### src/rx_clk_div_pkg.sv
// Constants and types for the receive clock divider and SRTS transmit
// configuration block.
// Assumes a 16-bit register port addressed by the printed byte offsets.
package rx_clk_div_pkg;

   localparam int unsigned ADDR_W = 16;
   localparam int unsigned DATA_W = 16;

   // Register offsets
   localparam logic [15:0] OFF_BASE_DIVISOR = 16'h60a8;
   localparam logic [15:0] OFF_SPLIT_COUNT = 16'h60aa;
   localparam logic [15:0] OFF_DIV_STATUS = 16'h60ae;
   localparam logic [15:0] OFF_TX_SPACING_CH = 16'h60b0;
   localparam logic [15:0] OFF_TX_BYTE_NUMBER = 16'h60b2;

   // Field widths and positions
   localparam int unsigned BASE_W = 14;
   localparam int unsigned SPLIT_W = 12;
   localparam int unsigned CNT_W = 15;
   localparam int unsigned SPACING_W = 8;
   localparam int unsigned SPACING_LSB = 0;
   localparam int unsigned CHANNELS_W = 7;
   localparam int unsigned CHANNELS_LSB = 8;
   localparam int unsigned BYTE_NUM_W = 9;

   // Reset values
   localparam logic [15:0] RST_SPLIT_COUNT = 16'h0fff;
   localparam logic [15:0] RST_TX_SPACING_CH = 16'h0000;
   localparam logic [8:0] RST_TX_BYTE_NUMBER = 9'h177;

   // Divider constants
   localparam logic [SPLIT_W-1:0] SPLIT_ZERO = 12'h000;
   localparam logic [SPLIT_W-1:0] SPLIT_MIN = 12'h001;
   localparam logic [CNT_W-1:0] SHORT_ADD = 15'h0002;
   localparam logic [CNT_W-1:0] LONG_ADD = 15'h0003;
   localparam logic [CNT_W-1:0] CNT_ONE = 15'h0001;
   localparam logic [CNT_W-1:0] CNT_ZERO = 15'h0000;
   localparam logic [SPLIT_W-1:0] STEP_ONE = 12'h001;

   // SRTS transmit settings handed to the transmit path
   typedef struct packed {
      logic [CHANNELS_W-1:0] channels_m1;
      logic [SPACING_W-1:0] spacing;
      logic [BYTE_NUM_W-1:0] byte_number;
   } srts_tx_cfg_s;

endpackage

### src/rx_clock_divider_srts_tx_cfg.sv
// Fractional divider producing the recovered virtual clock pulse from the
// master clock, plus the SRTS transmit configuration registers.
// Assumes a synchronous 16-bit register port on i_clk; all inputs except
// i_nrst come from logic on the same clock.
//
// Added by the designer: the address-and-strobe port.
`timescale 1ns/1ps

// Functional notes
// - 14-bit base divisor in low field divides master clock with split count.
// - Per 4096 divisions: split count times base+2, rest base+3.
// - Split one gives one base+2 then 4095 base+3; short first.
// - Split count zero is illegal; hardware treats it as one.
// - 8-bit spacing sets gap of derived byte clock pulses.
// - 7-bit channel count minus one; codes 7a to 7f reserved.
// - 9-bit payload byte count per eight cells, e.g. 376 or 375.
// - Byte number bits 15:9 read zero and ignore writes.
module rx_clock_divider_srts_tx_cfg
   import rx_clk_div_pkg::*;
#(
   // Reset value not given; plain default
   parameter logic [15:0] RST_BASE_DIVISOR = 16'h0000
) (
   // Clock and reset
   input wire logic i_clk,
   input wire logic i_nrst,
   // Register port
   input wire logic [rx_clk_div_pkg::ADDR_W-1:0] i_addr,
   input wire logic [rx_clk_div_pkg::DATA_W-1:0] i_wr_data,
   input wire logic i_wr,
   input wire logic i_rd,
   output logic [rx_clk_div_pkg::DATA_W-1:0] o_rd_data,
   // Divider output and transmit settings
   output logic o_recovered_virtual_clock,
   output rx_clk_div_pkg::srts_tx_cfg_s o_tx_cfg
);
   import rx_clk_div_pkg::*;

   logic rst_meta_q;
   logic rst_sync_q;
   logic [15:0] base_divisor_q;
   logic [15:0] split_count_q;
   logic [15:0] tx_spacing_ch_q;
   logic [BYTE_NUM_W-1:0] tx_byte_number_q;
   logic [DATA_W-1:0] rd_data_q;
   logic [CNT_W-1:0] cnt_q;
   logic [SPLIT_W-1:0] step_q;
   logic pulse_q;
   logic [SPLIT_W-1:0] split_eff;
   logic short_div;
   logic [CNT_W-1:0] div_len;
   logic div_end;

   // Reset release through two flops
   always_ff @(posedge i_clk or negedge i_nrst) begin
      if (!i_nrst) begin
         rst_meta_q <= 1'b0;
         rst_sync_q <= 1'b0;
      end else begin
         rst_meta_q <= 1'b1;
         rst_sync_q <= rst_meta_q;
      end
   end

   // Register writes; reserved R/W bits are kept as written
   always_ff @(posedge i_clk or negedge rst_sync_q) begin
      if (!rst_sync_q) begin
         base_divisor_q <= RST_BASE_DIVISOR;
         split_count_q <= RST_SPLIT_COUNT;
         tx_spacing_ch_q <= RST_TX_SPACING_CH;
         tx_byte_number_q <= RST_TX_BYTE_NUMBER;
      end else if (i_wr) begin
         case (i_addr)
            OFF_BASE_DIVISOR: begin
               base_divisor_q <= i_wr_data;
            end
            OFF_SPLIT_COUNT: begin
               split_count_q <= i_wr_data;
            end
            OFF_TX_SPACING_CH: begin
               tx_spacing_ch_q <= i_wr_data;
            end
            OFF_TX_BYTE_NUMBER: begin
               tx_byte_number_q <= i_wr_data[BYTE_NUM_W-1:0];
            end
            default: begin
            end
         endcase
      end
   end

   // Read data one cycle after the strobe, zero otherwise
   always_ff @(posedge i_clk or negedge rst_sync_q) begin
      if (!rst_sync_q) begin
         rd_data_q <= '0;
      end else if (i_rd) begin
         case (i_addr)
            OFF_BASE_DIVISOR: begin
               rd_data_q <= base_divisor_q;
            end
            OFF_SPLIT_COUNT: begin
               rd_data_q <= split_count_q;
            end
            OFF_DIV_STATUS: begin
               rd_data_q <= {{(DATA_W-SPLIT_W){1'b0}}, step_q};
            end
            OFF_TX_SPACING_CH: begin
               rd_data_q <= tx_spacing_ch_q;
            end
            OFF_TX_BYTE_NUMBER: begin
               rd_data_q <= {{(DATA_W-BYTE_NUM_W){1'b0}},
                             tx_byte_number_q};
            end
            default: begin
               rd_data_q <= '0;
            end
         endcase
      end else begin
         rd_data_q <= '0;
      end
   end

   // Length of the division about to start, from current settings
   always_comb begin
      split_eff = split_count_q[SPLIT_W-1:0];
      if (split_eff == SPLIT_ZERO) begin
         split_eff = SPLIT_MIN;
      end
      short_div = (step_q < split_eff);
      div_len = {1'b0, base_divisor_q[BASE_W-1:0]}
                + (short_div ? SHORT_ADD : LONG_ADD);
   end

   assign div_end = (cnt_q == CNT_ZERO);

   // Cycle counter within one division; reload at its end so that
   // new settings only act on whole divisions, never mid-period
   always_ff @(posedge i_clk or negedge rst_sync_q) begin
      if (!rst_sync_q) begin
         cnt_q <= CNT_ZERO;
      end else if (div_end) begin
         cnt_q <= div_len - CNT_ONE;
      end else begin
         cnt_q <= cnt_q - CNT_ONE;
      end
   end

   // Position in the 4096-division cycle; wraps naturally
   always_ff @(posedge i_clk or negedge rst_sync_q) begin
      if (!rst_sync_q) begin
         step_q <= '0;
      end else if (div_end) begin
         step_q <= step_q + STEP_ONE;
      end
   end

   // One master clock wide pulse per completed division
   always_ff @(posedge i_clk or negedge rst_sync_q) begin
      if (!rst_sync_q) begin
         pulse_q <= 1'b0;
      end else begin
         pulse_q <= div_end;
      end
   end

   assign o_rd_data = rd_data_q;
   assign o_recovered_virtual_clock = pulse_q;
   assign o_tx_cfg.spacing =
      tx_spacing_ch_q[SPACING_LSB +: SPACING_W];
   assign o_tx_cfg.channels_m1 =
      tx_spacing_ch_q[CHANNELS_LSB +: CHANNELS_W];
   assign o_tx_cfg.byte_number = tx_byte_number_q;

endmodule

### config.mk
export PLATFORM = sky130hd
export DESIGN_NAME = rx_clock_divider_srts_tx_cfg
export DESIGN_NICKNAME = d
export VERILOG_FILES = /design/src/rx_clk_div_pkg.sv /design/src/rx_clock_divider_srts_tx_cfg.sv
export SDC_FILE = /design/constraint.sdc
export NUM_CORES = 1
export LEC_CHECK = 0
export ABC_AREA = 1
export BUFFER_PORTS_ARGS = -buffer_cell sky130_fd_sc_hd__buf_2
export CORE_MARGIN = 2
export CORE_UTILIZATION = 57
export CTS_CLUSTER_DIAMETER = 40
export CTS_CLUSTER_SIZE = 28
export DETAILED_ROUTE_END_ITERATION = 7
export PLACE_DENSITY = 0.8
export SLEW_MARGIN = 20
export SYNTH_ARGS = -nofsm -noshare
export SYNTH_HDL_FRONTEND = slang
export SYNTH_SLANG_ARGS = --single-unit
### constraint.sdc
create_clock -name i_clk -period 3.5 [get_ports i_clk]
set_input_delay 0.175 -clock i_clk [delete_from_list [all_inputs] [get_ports i_clk]]
set_output_delay 0.175 -clock i_clk [all_outputs]
set_load 0.005 [all_outputs]
==> implementation parameters <==
Parameter                              Value

Pwr
  Pwr Total    1980 µW
  VDD IR-drop max    ~0.22 mV
  Leak pwr    approximately 0.0028 µW
  Clock share of power    0.363
  Proportion of power drawn by flip-flops and latches    0.611
  P per Cell Area    about 340 nW/µm²
  Total net switching power    487 µW
  Share of power burned in combinational logic    0.026
  Internal Dissipation    approximately 1500 µW
  Switching share of power    0.246

Job
  Maxcap violations    0

Routing
  DR pass1 iterations    5
  Total vias in the final route    roughly 4.5k
  Post-DR wirelength/cell    between 10 and 15 µm
  Final WL    ~12 mm
  Avg Vias per Cell    5.39
  DRC violation count after routing    0
  Violation count after the first detailed-routing iteration    251
  Detail Route Antenna Nets    0

Synthesis
  Post-synth EDFFs    0
  Syn Nets    a little over 700
  Share of synthesized area occupied by flip-flops and latches    0.489
  Number of instances in the synthesized netlist    approximately 650
  Number of distinct standard cells referenced by the synthesized netlist    35
  Synthesis Warnings    0
  Top flip-flop cell by instance count after synthesis    sky130_fd_sc_hd__dfrtp_1
  Combined area of all synthesized cells    approximately 5300 µm²
  Post-synthesis sequential element count    between 100 and 150
  Async set or reset register ratio after synthesis    1.00
  Mean cell area of the mapped netlist    8.13 µm²

Clock network
  Latest clock arrival within the worst-skew pair    370 ps
  CTS buffer count    9
  Clock Sinks    about 100
  TritonCTS clock tree    done
  H-Tree Level Count    3
  Deepest clock path buffer count    2
  Setup Buffers After CTS    0
  Worst-path clk slew    110 ps
  Master cell of the clock root buffer    sky130_fd_sc_hd__clkbuf_8

STA
  Min Tclk post-route    between 2000 and 3000 ps
  Setup repair after global routing missed its margin    no
  Hold violation count in the final report    0
  Total count of max-transition violations in the final report    0
  Worst slew pin tran    approximately 940 ps
  Headroom to the max-slew limit    0.373
  Final setup TNS    0 ps
  Worst clock skew on the final layout    around 17 ps
  Achievable Freq    between 0.3 and 0.4 GHz
  Number of endpoints failing setup at the final stage    0
  Setup slack after layout    between 600 and 700 ps
  Fraction of the cycle the final worst path needs    0.817

Setup path
  Largest fanout on the critical path    4
  Element type at the critical path end    register
  Required time at the endpoint of the critical path    3750 ps
  Crit start category    register
  Worst Path Arrival    just over 3000 ps
  Classification of the worst setup path    register to register
  Reg-to-reg setup timing slack    ~640 ps

Placed design
  Worst setup timing slack at the placement stage    roughly 670 ps
  Quantity of I/O buffers inserted on ports    76
  DP HPWL    between 8 and 9 mm
  GPL Wtd Cong    around 0.93
  Area post-placement    roughly 5700 µm²

Floorplan
  Die Y-Extent    approximately 100 µm
  Die width    101 µm
  Placeable core region    between 9000 and 10000 µm²
  Initial cell density of the core    0.581
  Floorplan die area    10100 µm²
  Top-level I/O count    77
  Num rows    35

Global route
  Total gr overflow    0
  Largest net degree at the start of global routing    77
  Wire length of the first global-routing pass    20.4 mm
  Antenna violations before repair    0
  Total routing resource utilization after global routing    0.253
  Via count of the first global-routing pass    approximately 4.4k

Final layout
  Total inserted antenna cells    0
  Area growth from synthesis to final layout    10.1%
  Layout cells sized above 1    0.191
  Fin nets    ~760
  Final non-filler cell area    a little under 6000 µm²
  Fill cell total of the finished layout    approximately 770

Status
  Result of the run    completed

Worst hold path
  Min-delay worst type    primary input to register
[cells by family after synthesis]
logic type | after synthesis | synth area share
xor+xnor | 25 | 0.0412
flops | 103 | 0.489
other cells | 1 | 0.000705
compound gates | 107 | 0.104
simple gates | 300 | 0.243
fa+ha+maj | 15 | 0.0353
buf+inv | 103 | 0.0873
[Yosys cell counts (all sizes together), types with 2 or more instances]
cell type | instances | area [µm²]
nand2 | 180 | 696
dfrtp | 84 | 2100
o21ai | 82 | 410
nor2 | 72 | 300
inv | 70 | 263
buf | 26 | 175
nand3 | 20 | 105
a21oi | 19 | 95.1
dfstp | 19 | 499
xor2 | 17 | 149
ha | 15 | 188
nand4 | 14 | 87.6
nor3 | 10 | 71.3
xnor2 | 8 | 70.1
clkbuf | 7 | 26.3
nor4 | 2 | 12.5
o21a | 2 | 15.0
[layer usage]
layer,vias up,global-route usage,wire length [µm]
met5,-,0,0
li1,2198,-,-
met4,0,0.0780,163
met2,124,0.419,5750
met3,14,0.0319,496
met1,2119,0.349,5360
[layout make-up]
cell class | count | area (µm²) | area share
Inverter | 70 | 263 | 0.0449
Clock inverter | 6 | 63.8 | 0.0109
Multi-Input combinational cell | 448 | 2250 | 0.385
Tap cell | 111 | 139 | 0.0237
Timing Repair Buffer | 79 | 405 | 0.0692
Clock buffer | 10 | 128 | 0.0218
Sequential cell | 103 | 2610 | 0.445
[registers in the layout, summed over array words and instances (netlist names)]
register,cells
base_divisor_q,16
step_q,12
tx_spacing_ch_q,16
o_recovered_virtual_clock,1
cnt_q,15
tx_byte_number_q,9
rst_sync_q,1
o_rd_data,16
split_count_q,16
rst_meta_q,1
[final timing paths]
| check | cells past startpoint | end | from |
|---|---|---|---|
| max in group asynchronous | 1 | split_count_q[9] | rst_sync_q |
| worst min-delay path | 3 | split_count_q[14] | i_wr_data[14] |
| min in group asynchronous | 2 | rst_sync_q | i_nrst |
| worst max register to register | 14 | cnt_q[12] | split_count_q[7] |
| worst min register to register | 0 | rst_sync_q | rst_meta_q |
| worst max-delay path | 14 | cnt_q[12] | split_count_q[7] |
[cell usage in the layout (no fill, tap or decap), types with 19 or more instances in the layout]
master                      n
sky130_fd_sc_hd__nand2_1  172
sky130_fd_sc_hd__dfrtp_1   83
sky130_fd_sc_hd__buf_2     76
sky130_fd_sc_hd__nor2_1    66
sky130_fd_sc_hd__inv_1     65
sky130_fd_sc_hd__o21ai_0   45
sky130_fd_sc_hd__o21ai_1   37
sky130_fd_sc_hd__nand3_1   19
sky130_fd_sc_hd__a21oi_1   19
sky130_fd_sc_hd__dfstp_2   19
[critical path: stages (launching register included)]
cell                       delay (ps)
sky130_fd_sc_hd__dfstp_2          550
sky130_fd_sc_hd__inv_1             50
sky130_fd_sc_hd__ha_1             280
sky130_fd_sc_hd__nand2_1           80
sky130_fd_sc_hd__o21a_1           210
sky130_fd_sc_hd__o221ai_1         170
sky130_fd_sc_hd__a21oi_1           70
sky130_fd_sc_hd__ha_1             180
sky130_fd_sc_hd__inv_1             70
sky130_fd_sc_hd__ha_1             180
sky130_fd_sc_hd__nand3_1          150
sky130_fd_sc_hd__nor3b_2          320
sky130_fd_sc_hd__nand2_1          150
sky130_fd_sc_hd__o21ai_0          190
sky130_fd_sc_hd__a31oi_1           90
[timing repair]
action	CTS	global route
hold buffers	1	0
endpoints found under the hold margin	2	0
resized for setup	0	0
[power by group through the flow]
stage | clock (µW) | sequential (µW) | combinational, µW
6_report | 719 | 1210 | 50.9
3_5_place_dp | 0 | 1230 | 50.0
5_1_grt | 779 | 1210 | 57.1
2_1_floorplan | 0 | 1230 | 15.9
4_1_cts | 731 | 1210 | 51.0
3_3_place_gp | 0 | 1230 | 47.4
[through the flow]
stage | hold slack, ps | cells | utilization
floorplan | -121 | 654 | -
global placement | -40.8 | 810 | 0.618
detailed placement | -38.2 | 810 | 0.618
CTS | 62.4 | 827 | 0.640
global route | 68.6 | 827 | 0.640
finish | 69.4 | 827 | 0.640
Note: power is estimated with default switching activity, not from simulation.
